==> src/include/rgs_defs.svh <==
`ifndef RGS_DEFS_SVH
`define RGS_DEFS_SVH

// register indices; the byte address on the bus is four times the index
`define RGS_IDX_CTRL 10'h02C
`define RGS_IDX_PEAK 10'h02D
`define RGS_IDX_SPACE 10'h03F
// address bits the decoder looks at; anything above must be zero
`define RGS_ADDR_SPAN 12

// reset values
`define RGS_CTRL_RST 8'h00
`define RGS_AUTO_RST 4'h0
`define RGS_SPACE_RST 1'b0
`define RGS_PEAK_RST 4'h0

// control register fields
`define RGS_SRC_BIT 7
`define RGS_MAN_HI 6
`define RGS_MAN_LO 3
`define RGS_MSEL_HI 2
`define RGS_MSEL_LO 0
`define RGS_SRC_MANUAL 1'b1

// readout, peak and space select register fields
`define RGS_AUTO_HI 7
`define RGS_AUTO_LO 4
`define RGS_AM_HI 7
`define RGS_AM_LO 4
`define RGS_PM_HI 3
`define RGS_PM_LO 0
`define RGS_SPACE_BIT 0

// supply measure selector codes
`define RGS_MSEL_LAST 3'h4

// regulated voltages in millivolts, and the lowest code used in 3.3 V mode
`define RGS_MV_BASE_5V 13'h0E10
`define RGS_MV_STEP 13'h0064
`define RGS_MV_DROP_3V3 13'h06A4
`define RGS_MV_FIXED_DA 13'h0D48
`define RGS_CODE_MIN_3V3 4'h5

`endif

==> src/include/rgs_pkg.sv <==
`default_nettype none
package rgs_pkg;
	typedef logic [3:0] rgs_code_t;
	typedef logic [12:0] rgs_mv_t;
	typedef logic [7:0] rgs_byte_t;
	// supplies the measure command can sample, in selector code order
	typedef enum logic [2:0] {
		RGS_SUP_MAIN,
		RGS_SUP_ANALOG,
		RGS_SUP_DIGITAL,
		RGS_SUP_RF,
		RGS_SUP_AM
	} rgs_supply_e;
endpackage
`default_nettype wire

==> src/rtl/rgs_peak_hold.sv <==
`timescale 1ns/1ps
`default_nettype none
`include "rgs_defs.svh"
module rgs_peak_hold #(
	parameter int CODE_W = 4
) (
	// clock and reset
	input wire logic pclk,
	input wire logic presetn,
	// comparator bank, one bit per threshold, lowest first
	input wire logic [(1 << CODE_W) - 2:0] level_thermo,
	// restart of the peak
	input wire logic restart,
	// held peak code
	output logic [CODE_W - 1:0] peak_q
);
	localparam int NTH = (1 << CODE_W) - 1;

	if (CODE_W < 1 || CODE_W > 6) begin : g_bad_width
		$error("rgs_peak_hold: CODE_W must be 1 to 6");
	end

	logic [NTH - 1:0] thermo_m_q;
	logic [NTH - 1:0] thermo_q;
	logic [CODE_W - 1:0] level_code;
	logic [CODE_W - 1:0] peak_d;

	// two flops: comparator outputs come from the analog side
	always_ff @(posedge pclk or negedge presetn) begin
		if (!presetn) begin
			thermo_m_q <= '0;
			thermo_q <= '0;
		end else begin
			thermo_m_q <= level_thermo;
			thermo_q <= thermo_m_q;
		end
	end

	// highest tripped threshold wins, so bubbles cannot make the code fall
	always_comb begin
		level_code = '0;
		for (int i = 0; i < NTH; i++) begin
			if (thermo_q[i]) begin
				level_code = CODE_W'(i + 1);
			end
		end
	end

	assign peak_d = restart ? '0 : ((level_code > peak_q) ? level_code : peak_q);

	// peak follows the largest code seen since the last restart
	always_ff @(posedge pclk or negedge presetn) begin
		if (!presetn) begin
			peak_q <= '0;
		end else begin
			peak_q <= peak_d;
		end
	end
endmodule // rgs_peak_hold
`default_nettype wire

==> src/rtl/rgs_regs.sv <==
`timescale 1ns/1ps
`default_nettype none
`include "rgs_defs.svh"
module rgs_regs #(
	parameter int ADDR_W = 12,
	parameter int CODE_W = 4
) (
	// clock and reset
	input wire logic pclk,
	input wire logic presetn,
	// apb slave
	input wire logic [ADDR_W - 1:0] paddr,
	input wire logic psel,
	input wire logic penable,
	input wire logic pwrite,
	input wire logic [31:0] pwdata,
	input wire logic [3:0] pstrb,
	output logic [31:0] prdata,
	output logic pready,
	output logic pslverr,
	// adjust regulators command result
	input wire logic adjust_done,
	input wire rgs_pkg::rgs_code_t adjust_code,
	// supply mode strap pin, high in 5 V mode
	input wire logic supply_5v_pin,
	// measure power supply command
	input wire logic measure_cmd,
	output logic measure_go,
	output rgs_pkg::rgs_supply_e measure_source,
	output logic measure_refused,
	// reception and clear peak strength command
	input wire logic rx_start,
	input wire logic clear_peak,
	input wire logic [(1 << CODE_W) - 2:0] am_level_thermo,
	input wire logic [(1 << CODE_W) - 2:0] pm_level_thermo,
	// regulator settings
	output rgs_pkg::rgs_code_t rf_reg_code,
	output rgs_pkg::rgs_mv_t rf_target_mv,
	output logic da_fixed,
	output rgs_pkg::rgs_mv_t da_target_mv
);
	import rgs_pkg::*;

	if (ADDR_W < 12 || ADDR_W > 32) begin : g_bad_addr
		$error("rgs_regs: ADDR_W must be 12 to 32");
	end
	if (CODE_W != 4) begin : g_bad_code
		$error("rgs_regs: peak register holds two 4-bit codes");
	end

	rgs_byte_t ctrl_q;
	rgs_code_t auto_q;
	logic space_b_q;
	logic [31:0] prdata_q;
	logic mode_m_q;
	logic mode_5v_q;
	rgs_code_t rf_code_q;
	rgs_mv_t rf_mv_q;
	rgs_mv_t da_mv_q;
	logic da_fixed_q;
	logic go_q;
	logic refused_q;
	rgs_supply_e source_q;
	rgs_code_t am_peak;
	rgs_code_t pm_peak;

	// bus phase decode
	wire apb_setup = psel & ~penable;
	wire apb_access = psel & penable;
	wire [9:0] word_idx = paddr[11:2];
	wire aligned = (paddr[1:0] == 2'b00) & ((paddr >> `RGS_ADDR_SPAN) == '0);

	// register hits; the shared index is split by the space bit
	wire hit_idx_ctrl = aligned & (word_idx == `RGS_IDX_CTRL);
	wire hit_ctrl_a = hit_idx_ctrl & ~space_b_q;
	wire hit_auto_b = hit_idx_ctrl & space_b_q;
	wire hit_peak = aligned & (word_idx == `RGS_IDX_PEAK) & ~space_b_q;
	wire hit_space = aligned & (word_idx == `RGS_IDX_SPACE);
	wire mapped = hit_ctrl_a | hit_auto_b | hit_peak | hit_space;

	// write strobes; only the low byte lane carries register data
	wire wr_low = apb_access & pwrite & pstrb[0];
	wire wr_ctrl = wr_low & hit_ctrl_a;
	wire wr_space = wr_low & hit_space;

	// read data of each register, unused bits zero
	wire [31:0] rd_ctrl = {24'h00_0000, ctrl_q};
	wire [31:0] rd_auto = {24'h00_0000, auto_q, 4'h0};
	wire [31:0] rd_peak = {24'h00_0000, am_peak, pm_peak};
	wire [31:0] rd_space = {31'h0000_0000, space_b_q};
	wire [31:0] rd_mux = hit_ctrl_a ? rd_ctrl :
		hit_auto_b ? rd_auto :
		hit_peak ? rd_peak :
		hit_space ? rd_space : 32'h0000_0000;

	// zero wait state: data is captured in setup, the answer comes in access
	assign pready = 1'b1;
	assign pslverr = apb_access & ~mapped;
	assign prdata = prdata_q;

	// read data register
	always_ff @(posedge pclk or negedge presetn) begin
		if (!presetn) begin
			prdata_q <= 32'h0000_0000;
		end else if (apb_setup & ~pwrite) begin
			prdata_q <= rd_mux;
		end
	end

	// control register; readout and peak have no write path at all
	always_ff @(posedge pclk or negedge presetn) begin
		if (!presetn) begin
			ctrl_q <= `RGS_CTRL_RST;
		end else if (wr_ctrl) begin
			ctrl_q <= pwdata[7:0];
		end
	end

	// register space select
	always_ff @(posedge pclk or negedge presetn) begin
		if (!presetn) begin
			space_b_q <= `RGS_SPACE_RST;
		end else if (wr_space) begin
			space_b_q <= pwdata[`RGS_SPACE_BIT];
		end
	end

	// last adjust regulators result
	always_ff @(posedge pclk or negedge presetn) begin
		if (!presetn) begin
			auto_q <= `RGS_AUTO_RST;
		end else if (adjust_done) begin
			auto_q <= adjust_code;
		end
	end

	// supply mode strap comes from a pin: two flops before use
	always_ff @(posedge pclk or negedge presetn) begin
		if (!presetn) begin
			mode_m_q <= 1'b0;
			mode_5v_q <= 1'b0;
		end else begin
			mode_m_q <= supply_5v_pin;
			mode_5v_q <= mode_m_q;
		end
	end

	// regulator code source and target voltages
	wire src_manual = (ctrl_q[`RGS_SRC_BIT] == `RGS_SRC_MANUAL);
	wire [3:0] man_code = ctrl_q[`RGS_MAN_HI:`RGS_MAN_LO];
	wire [3:0] sel_code = src_manual ? man_code : auto_q;
	wire [3:0] low_code = (sel_code < `RGS_CODE_MIN_3V3) ? `RGS_CODE_MIN_3V3 : sel_code;
	wire [3:0] mv_code = mode_5v_q ? sel_code : low_code;
	wire [12:0] mv_steps = `RGS_MV_STEP * {9'h000, mv_code};
	wire [12:0] mv_5v = `RGS_MV_BASE_5V + mv_steps;
	wire [12:0] rf_mv_d = mode_5v_q ? mv_5v : (mv_5v - `RGS_MV_DROP_3V3);
	wire [12:0] da_mv_d = mode_5v_q ? `RGS_MV_FIXED_DA : rf_mv_d;

	// regulator outputs
	always_ff @(posedge pclk or negedge presetn) begin
		if (!presetn) begin
			rf_code_q <= `RGS_AUTO_RST;
			rf_mv_q <= `RGS_MV_BASE_5V;
			da_mv_q <= `RGS_MV_FIXED_DA;
			da_fixed_q <= 1'b0;
		end else begin
			rf_code_q <= sel_code;
			rf_mv_q <= rf_mv_d;
			da_mv_q <= da_mv_d;
			da_fixed_q <= mode_5v_q;
		end
	end

	assign rf_reg_code = rf_code_q;
	assign rf_target_mv = rf_mv_q;
	assign da_target_mv = da_mv_q;
	assign da_fixed = da_fixed_q;

	// measure selector; reserved codes refuse the command
	wire [2:0] msel = ctrl_q[`RGS_MSEL_HI:`RGS_MSEL_LO];
	wire msel_ok = (msel <= `RGS_MSEL_LAST);

	// measure command launch
	always_ff @(posedge pclk or negedge presetn) begin
		if (!presetn) begin
			go_q <= 1'b0;
			refused_q <= 1'b0;
			source_q <= RGS_SUP_MAIN;
		end else begin
			go_q <= measure_cmd & msel_ok;
			refused_q <= measure_cmd & ~msel_ok;
			if (measure_cmd & msel_ok) begin
				source_q <= rgs_supply_e'(msel);
			end
		end
	end

	assign measure_go = go_q;
	assign measure_refused = refused_q;
	assign measure_source = source_q;

	// peak strength channels: a new reception or clear restarts both
	wire peak_restart = rx_start | clear_peak;
	wire [1:0][(1 << CODE_W) - 2:0] ch_thermo = {am_level_thermo, pm_level_thermo};
	rgs_code_t ch_peak [2];

	for (genvar g = 0; g < 2; g++) begin : g_chan
		rgs_peak_hold #(
			.CODE_W(CODE_W)
		) u_peak (
			.pclk(pclk),
			.presetn(presetn),
			.level_thermo(ch_thermo[g]),
			.restart(peak_restart),
			.peak_q(ch_peak[g])
		);
	end

	assign am_peak = ch_peak[1];
	assign pm_peak = ch_peak[0];

	// lowest target the rf regulator may ever be given in 3.3 V mode
	localparam rgs_mv_t MV_FLOOR_3V3 = `RGS_MV_BASE_5V + `RGS_MV_STEP * {9'h000, `RGS_CODE_MIN_3V3} - `RGS_MV_DROP_3V3;
endmodule // rgs_regs
`default_nettype wire

==> config.mk <==
export PLATFORM = sky130hd
export DESIGN_NAME = rgs_regs
export DESIGN_NICKNAME = d
export VERILOG_FILES = /design/src/include/rgs_pkg.sv /design/src/rtl/rgs_peak_hold.sv /design/src/rtl/rgs_regs.sv
export VERILOG_INCLUDE_DIRS = /design/src /design/src/include
export SDC_FILE = /design/constraint.sdc
export NUM_CORES = 1
export LEC_CHECK = 0
export ABC_AREA = 1
export ABC_CLOCK_PERIOD_IN_PS = 3200
export BUFFER_PORTS_ARGS = -buffer_cell sky130_fd_sc_hd__buf_2
export CORE_MARGIN = 3
export CORE_UTILIZATION = 46
export DETAILED_ROUTE_END_ITERATION = 12
export GPL_ROUTABILITY_DRIVEN = 0
export GPL_TIMING_DRIVEN = 0
export PLACE_DENSITY_LB_ADDON = 0.2
export SETUP_SLACK_MARGIN = 0.3
export SLEW_MARGIN = 15
export SYNTH_ARGS = -nofsm -noshare
export SYNTH_HDL_FRONTEND = slang
export SYNTH_SLANG_ARGS = --single-unit
==> constraint.sdc <==
create_clock -name pclk -period 3.2 [get_ports pclk]
set_input_delay 0.32 -clock pclk [delete_from_list [all_inputs] [get_ports pclk]]
set_output_delay 0.32 -clock pclk [all_outputs]
set_load 0.005 [all_outputs]
==> flow_summary.toml <==
[status]
status = "finished, final reports clean"

[detailed_routing]
drt_iter0_markers = 231
vias = 4323
detail_route.wl_per_cell_um = 13.36
drtAntennaViolNets = 0
drc = 0
routed_wl_um = 12130
firstDrtPassIters = 4
vias_per_cell = 4.761

[global_routing]
grt_pass1_wl_um = 19350
grt_pass1_vias = 4246
gr-total-overflow = 0
grt_max_degree = 64
grtUsageTotal_pct = 19.08
antenna_found_initial = 1

[floorplan]
initial_core_util_pct = 47.43
dieArea_um2 = 13160
coreArea_um2 = 11470
io_pins = 162
num_rows = 39
die_h_um = 114.7
die_w_um = 114.7

[layout]
final_common_cell = "dfrtp_1"
area.sequential_um2 = 3089
fin_nets = 867
area_delta_synth_final_pct = 39.06
instances_no_fill = 908
final_layout_size_suffix_gt1_share_pct = 34.42
multi_input_area_um2 = 2161
layout_common_cells = "dfrtp_1, buf_2, nand2_1"
nFillCells = 874

[power]
pwr-share-seq_pct = 36.3
pwr-share-comb_pct = 22.6
total_power_mw = 4.961
p_clk_share_pct = 41.1
powerDensity_nw_per_um2 = 655.9
vdd_drop_max_v = 0.0005061
swShare_pct = 26.74
leakagePower_nw = 3.982
switchingPower_mw = 1.327
power.internal_mw = 3.634

[sta]
period_minus_slack_ns = 3.185
finalMaxSlewViolations = 0
max_clock_freq_ghz = 0.3140
worst_pin_slew_ns = 0.5542
finalCritPeriodShare_pct = 99.52
hold_viol_final = 0
setup_viol = 0
rsz0062_at_grt = "true"
fin_worst_skew_ns = 0.005984
slew_headroom_pct = 63.05

[worst_setup_path]
cp.arrival_ns = 3.52
r2r_setup_slack_ns = 0.02
worst-setup-path-type = "flip-flop to flip-flop"
start_kind = "flip-flop"
ff2ff_path_depth = 21
endpoint_kind = "flip-flop"
worstPathMaxFanout = 5
r2r-end = "da_target_mv[12]"
critical-path-top-delay-family = "simple AND/OR/NAND/NOR gates"
max_stage_delay_ns = 0.57
crit_buf_inv = 3
cpMostUsedCell = "nand2_4"
worst_path_max_delay_cell = "fa_2"
path_cells = "buf_6 > o21ai_4 > nand2_2 > nand2_4 > nand2_4 > inv_4 > ha_4 > ha_4 > fa_2 > nand3_2 > inv_2 > nand2_4 > nand3_4 > nand2_4 > nand2_4 > nand2_2 > nor2_2 > nand3_1 > nand3_1 > nand2_1 > a21oi_2"
r2r-start = "ctrl_q[7]"
cp_data_required_time_ns = 3.53

[synth]
synth_edf_count = 0
ys_warn_count = 0
synth_xor_area_share_pct = 0.8052
synthFlopType = "dfrtp_1"
synth_fa_ha_area_share_pct = 5.429
synth-seq-area-share_pct = 56.80
synth.largest_area_cell = "dfrtp_1"
synth_top_area_share_pct = 52.45
synth-seq-cells = 123
synth_top_cells_by_area = "dfrtp_1, nand2_1, inv_1, ha_1, dfstp_2"
ys_types = 38
synth_top_family_by_area = "simple AND/OR/NAND/NOR gates"
synth_compound_area_share_pct = 7.292
synth_area_um2 = 5439
synthSimpleGateAreaFrac_pct = 16.59
synth.area.mux_share_pct = 2.070
avgSynthCellArea_um2 = 9.678
synthCells = 562
async_flop_share_pct = 100.0

[run]
max_cap_viol_count = 0

[min_path]
hold-path-cell-count = 1
whs_endpoint = "g_chan[0].u_peak.thermo_m_q[3]"
holdCritStartpoint = "pm_level_thermo[3]"
hp-class = "primary input to flip-flop"

[clock_network]
cts_made_buffers = 17
cts-root-buf = "clkbuf_16"
cts.clk_slew.worst_paths_ns = 0.05
tritoncts = "yes"
clock_latency_ns = 0.41
h-tree-depth = 4
cts_buffer_depth = 2
clock_sinks = 123

[place]
port_buffers = 105
dp.cells = 838
dp_hpwl_um = 8291
[repair_timing]
| action | in CTS | in global routing |
|---|---|---|
| gates resized for setup | 42 | 21 |
| gates cloned | 1 | 0 |
| hold endpoints to repair | 63 | 11 |
| setup buffers | 7 | 8 |
| setup endpoints to repair | 12 | 12 |
| pin swaps | 17 | 7 |
| hold buffers | 11 | 11 |
[routing by layer]
metal	wire length (um)	vias up	track usage, %	part of all wire [%]
li1	-	2114	-	-
met1	4759	2045	22.36	39
met2	6183	131	31.70	51
met3	849	31	6.895	7.0
met4	316	2	8.372	2.6
met5	20	-	0	0.16
[worst max path at each step]
| stage | startpoint | endpoint | slack (ns) | depth (start not counted) |
|---|---|---|---|---|
| floorplan | ctrl_q[7] | da_target_mv[12] | 0.24 | 23 |
| global placement | ctrl_q[7] | da_target_mv[12] | -0.15 | 19 |
| detailed placement | ctrl_q[7] | da_target_mv[12] | -0.19 | 20 |
| CTS | ctrl_q[7] | da_target_mv[12] | 0.11 | 21 |
| global route | ctrl_q[7] | da_target_mv[12] | -0.17 | 19 |
| finish | ctrl_q[7] | da_target_mv[12] | 0.02 | 21 |
[cell families (layout without fill, tap and decap cells)]
| logic type | Yosys count | in the layout |
|---|---|---|
| AO/OA/AOI/OAI | 66 | 66 |
| XOR/XNOR | 5 | 5 |
| adder cells (fa/ha/maj) | 23 | 23 |
| buffers and inverters | 126 | 301 |
| flip-flops | 123 | 123 |
| multiplexers | 10 | 10 |
| other | 2 | 30 |
| AND/OR/NAND/NOR | 207 | 207 |
[cells in the mapped netlist, types with 3 or more instances]
| cell | instances |
|---|---|
| a21oi_1 | 10 |
| buf_4 | 29 |
| dfrtp_1 | 114 |
| dfstp_2 | 9 |
| ha_1 | 22 |
| inv_1 | 91 |
| mux2_2 | 10 |
| nand2_1 | 118 |
| nand2_2 | 5 |
| nand3_1 | 40 |
| nand4_1 | 3 |
| nor2_1 | 29 |
| nor4_1 | 4 |
| o211ai_1 | 7 |
| o21ai_0 | 33 |
| o21bai_1 | 3 |
| o22a_1 | 3 |
| xor2_1 | 5 |
[worst register-to-register path: stages, from the launching register on]
cell	delay [ns]
dfrtp_1	0.40
buf_6	0.16
o21ai_4	0.19
nand2_2	0.11
nand2_4	0.10
nand2_4	0.08
inv_4	0.07
ha_4	0.20
ha_4	0.16
fa_2	0.57
nand3_2	0.12
inv_2	0.10
nand2_4	0.08
nand3_4	0.08
nand2_4	0.07
nand2_4	0.08
nand2_2	0.06
nor2_2	0.13
nand3_1	0.11
nand3_1	0.08
nand2_1	0.06
a21oi_2	0.11
[through the flow]
stage                     setup WS (ns)  hold WS [ns]  setup TNS [ns]  utilization (%)  area [um2]
after floorplan                  0.2423       0.02441               0                -        5597
after global placement          -0.1543        0.3345         -0.3447            54.95        6301
after detailed placement        -0.1919        0.3321         -0.5561            55.24        6335
after CTS                        0.1121     0.0005986               0            63.66        7300
after global routing            -0.1722     0.0007130         -0.3791            65.94        7561
final                           0.01523       0.02236               0            65.96        7564
[layout make-up]
| cell class | count | area share, % |
|---|---|---|
| inverter | 92 | 4.665 |
| tap | 143 | 2.366 |
| antenna | 1 | 0.03309 |
| buffer | 34 | 3.259 |
| clock buffer | 23 | 6.187 |
| multi-input combinational | 340 | 28.57 |
| sequential | 123 | 40.84 |
| timing repair buffer | 144 | 11.89 |
| clock inverter | 8 | 2.184 |
[power groups by stage]
stage | Clock (mW) | Combinational, mW | Sequential [mW]
after floorplan | 0 | 0.524 | 1.83
after global placement | 0 | 0.808 | 1.82
after detailed placement | 0 | 0.839 | 1.82
after CTS | 2.08 | 0.979 | 1.80
after global routing | 2.14 | 1.25 | 1.82
final | 2.04 | 1.12 | 1.80
[sequential cells by signal (all words and copies together) (netlist names), 4 cells and up]
register and flops:
ctrl_q 8, g_chan.u_peak.thermo_m_q 30, rf_target_mv 11, da_target_mv 11
rf_reg_code 4, auto_q 4, g_chan.u_peak.thermo_q 30, prdata 8
g_chan.u_peak.peak_q 8
(Power assumes the default switching activity.)
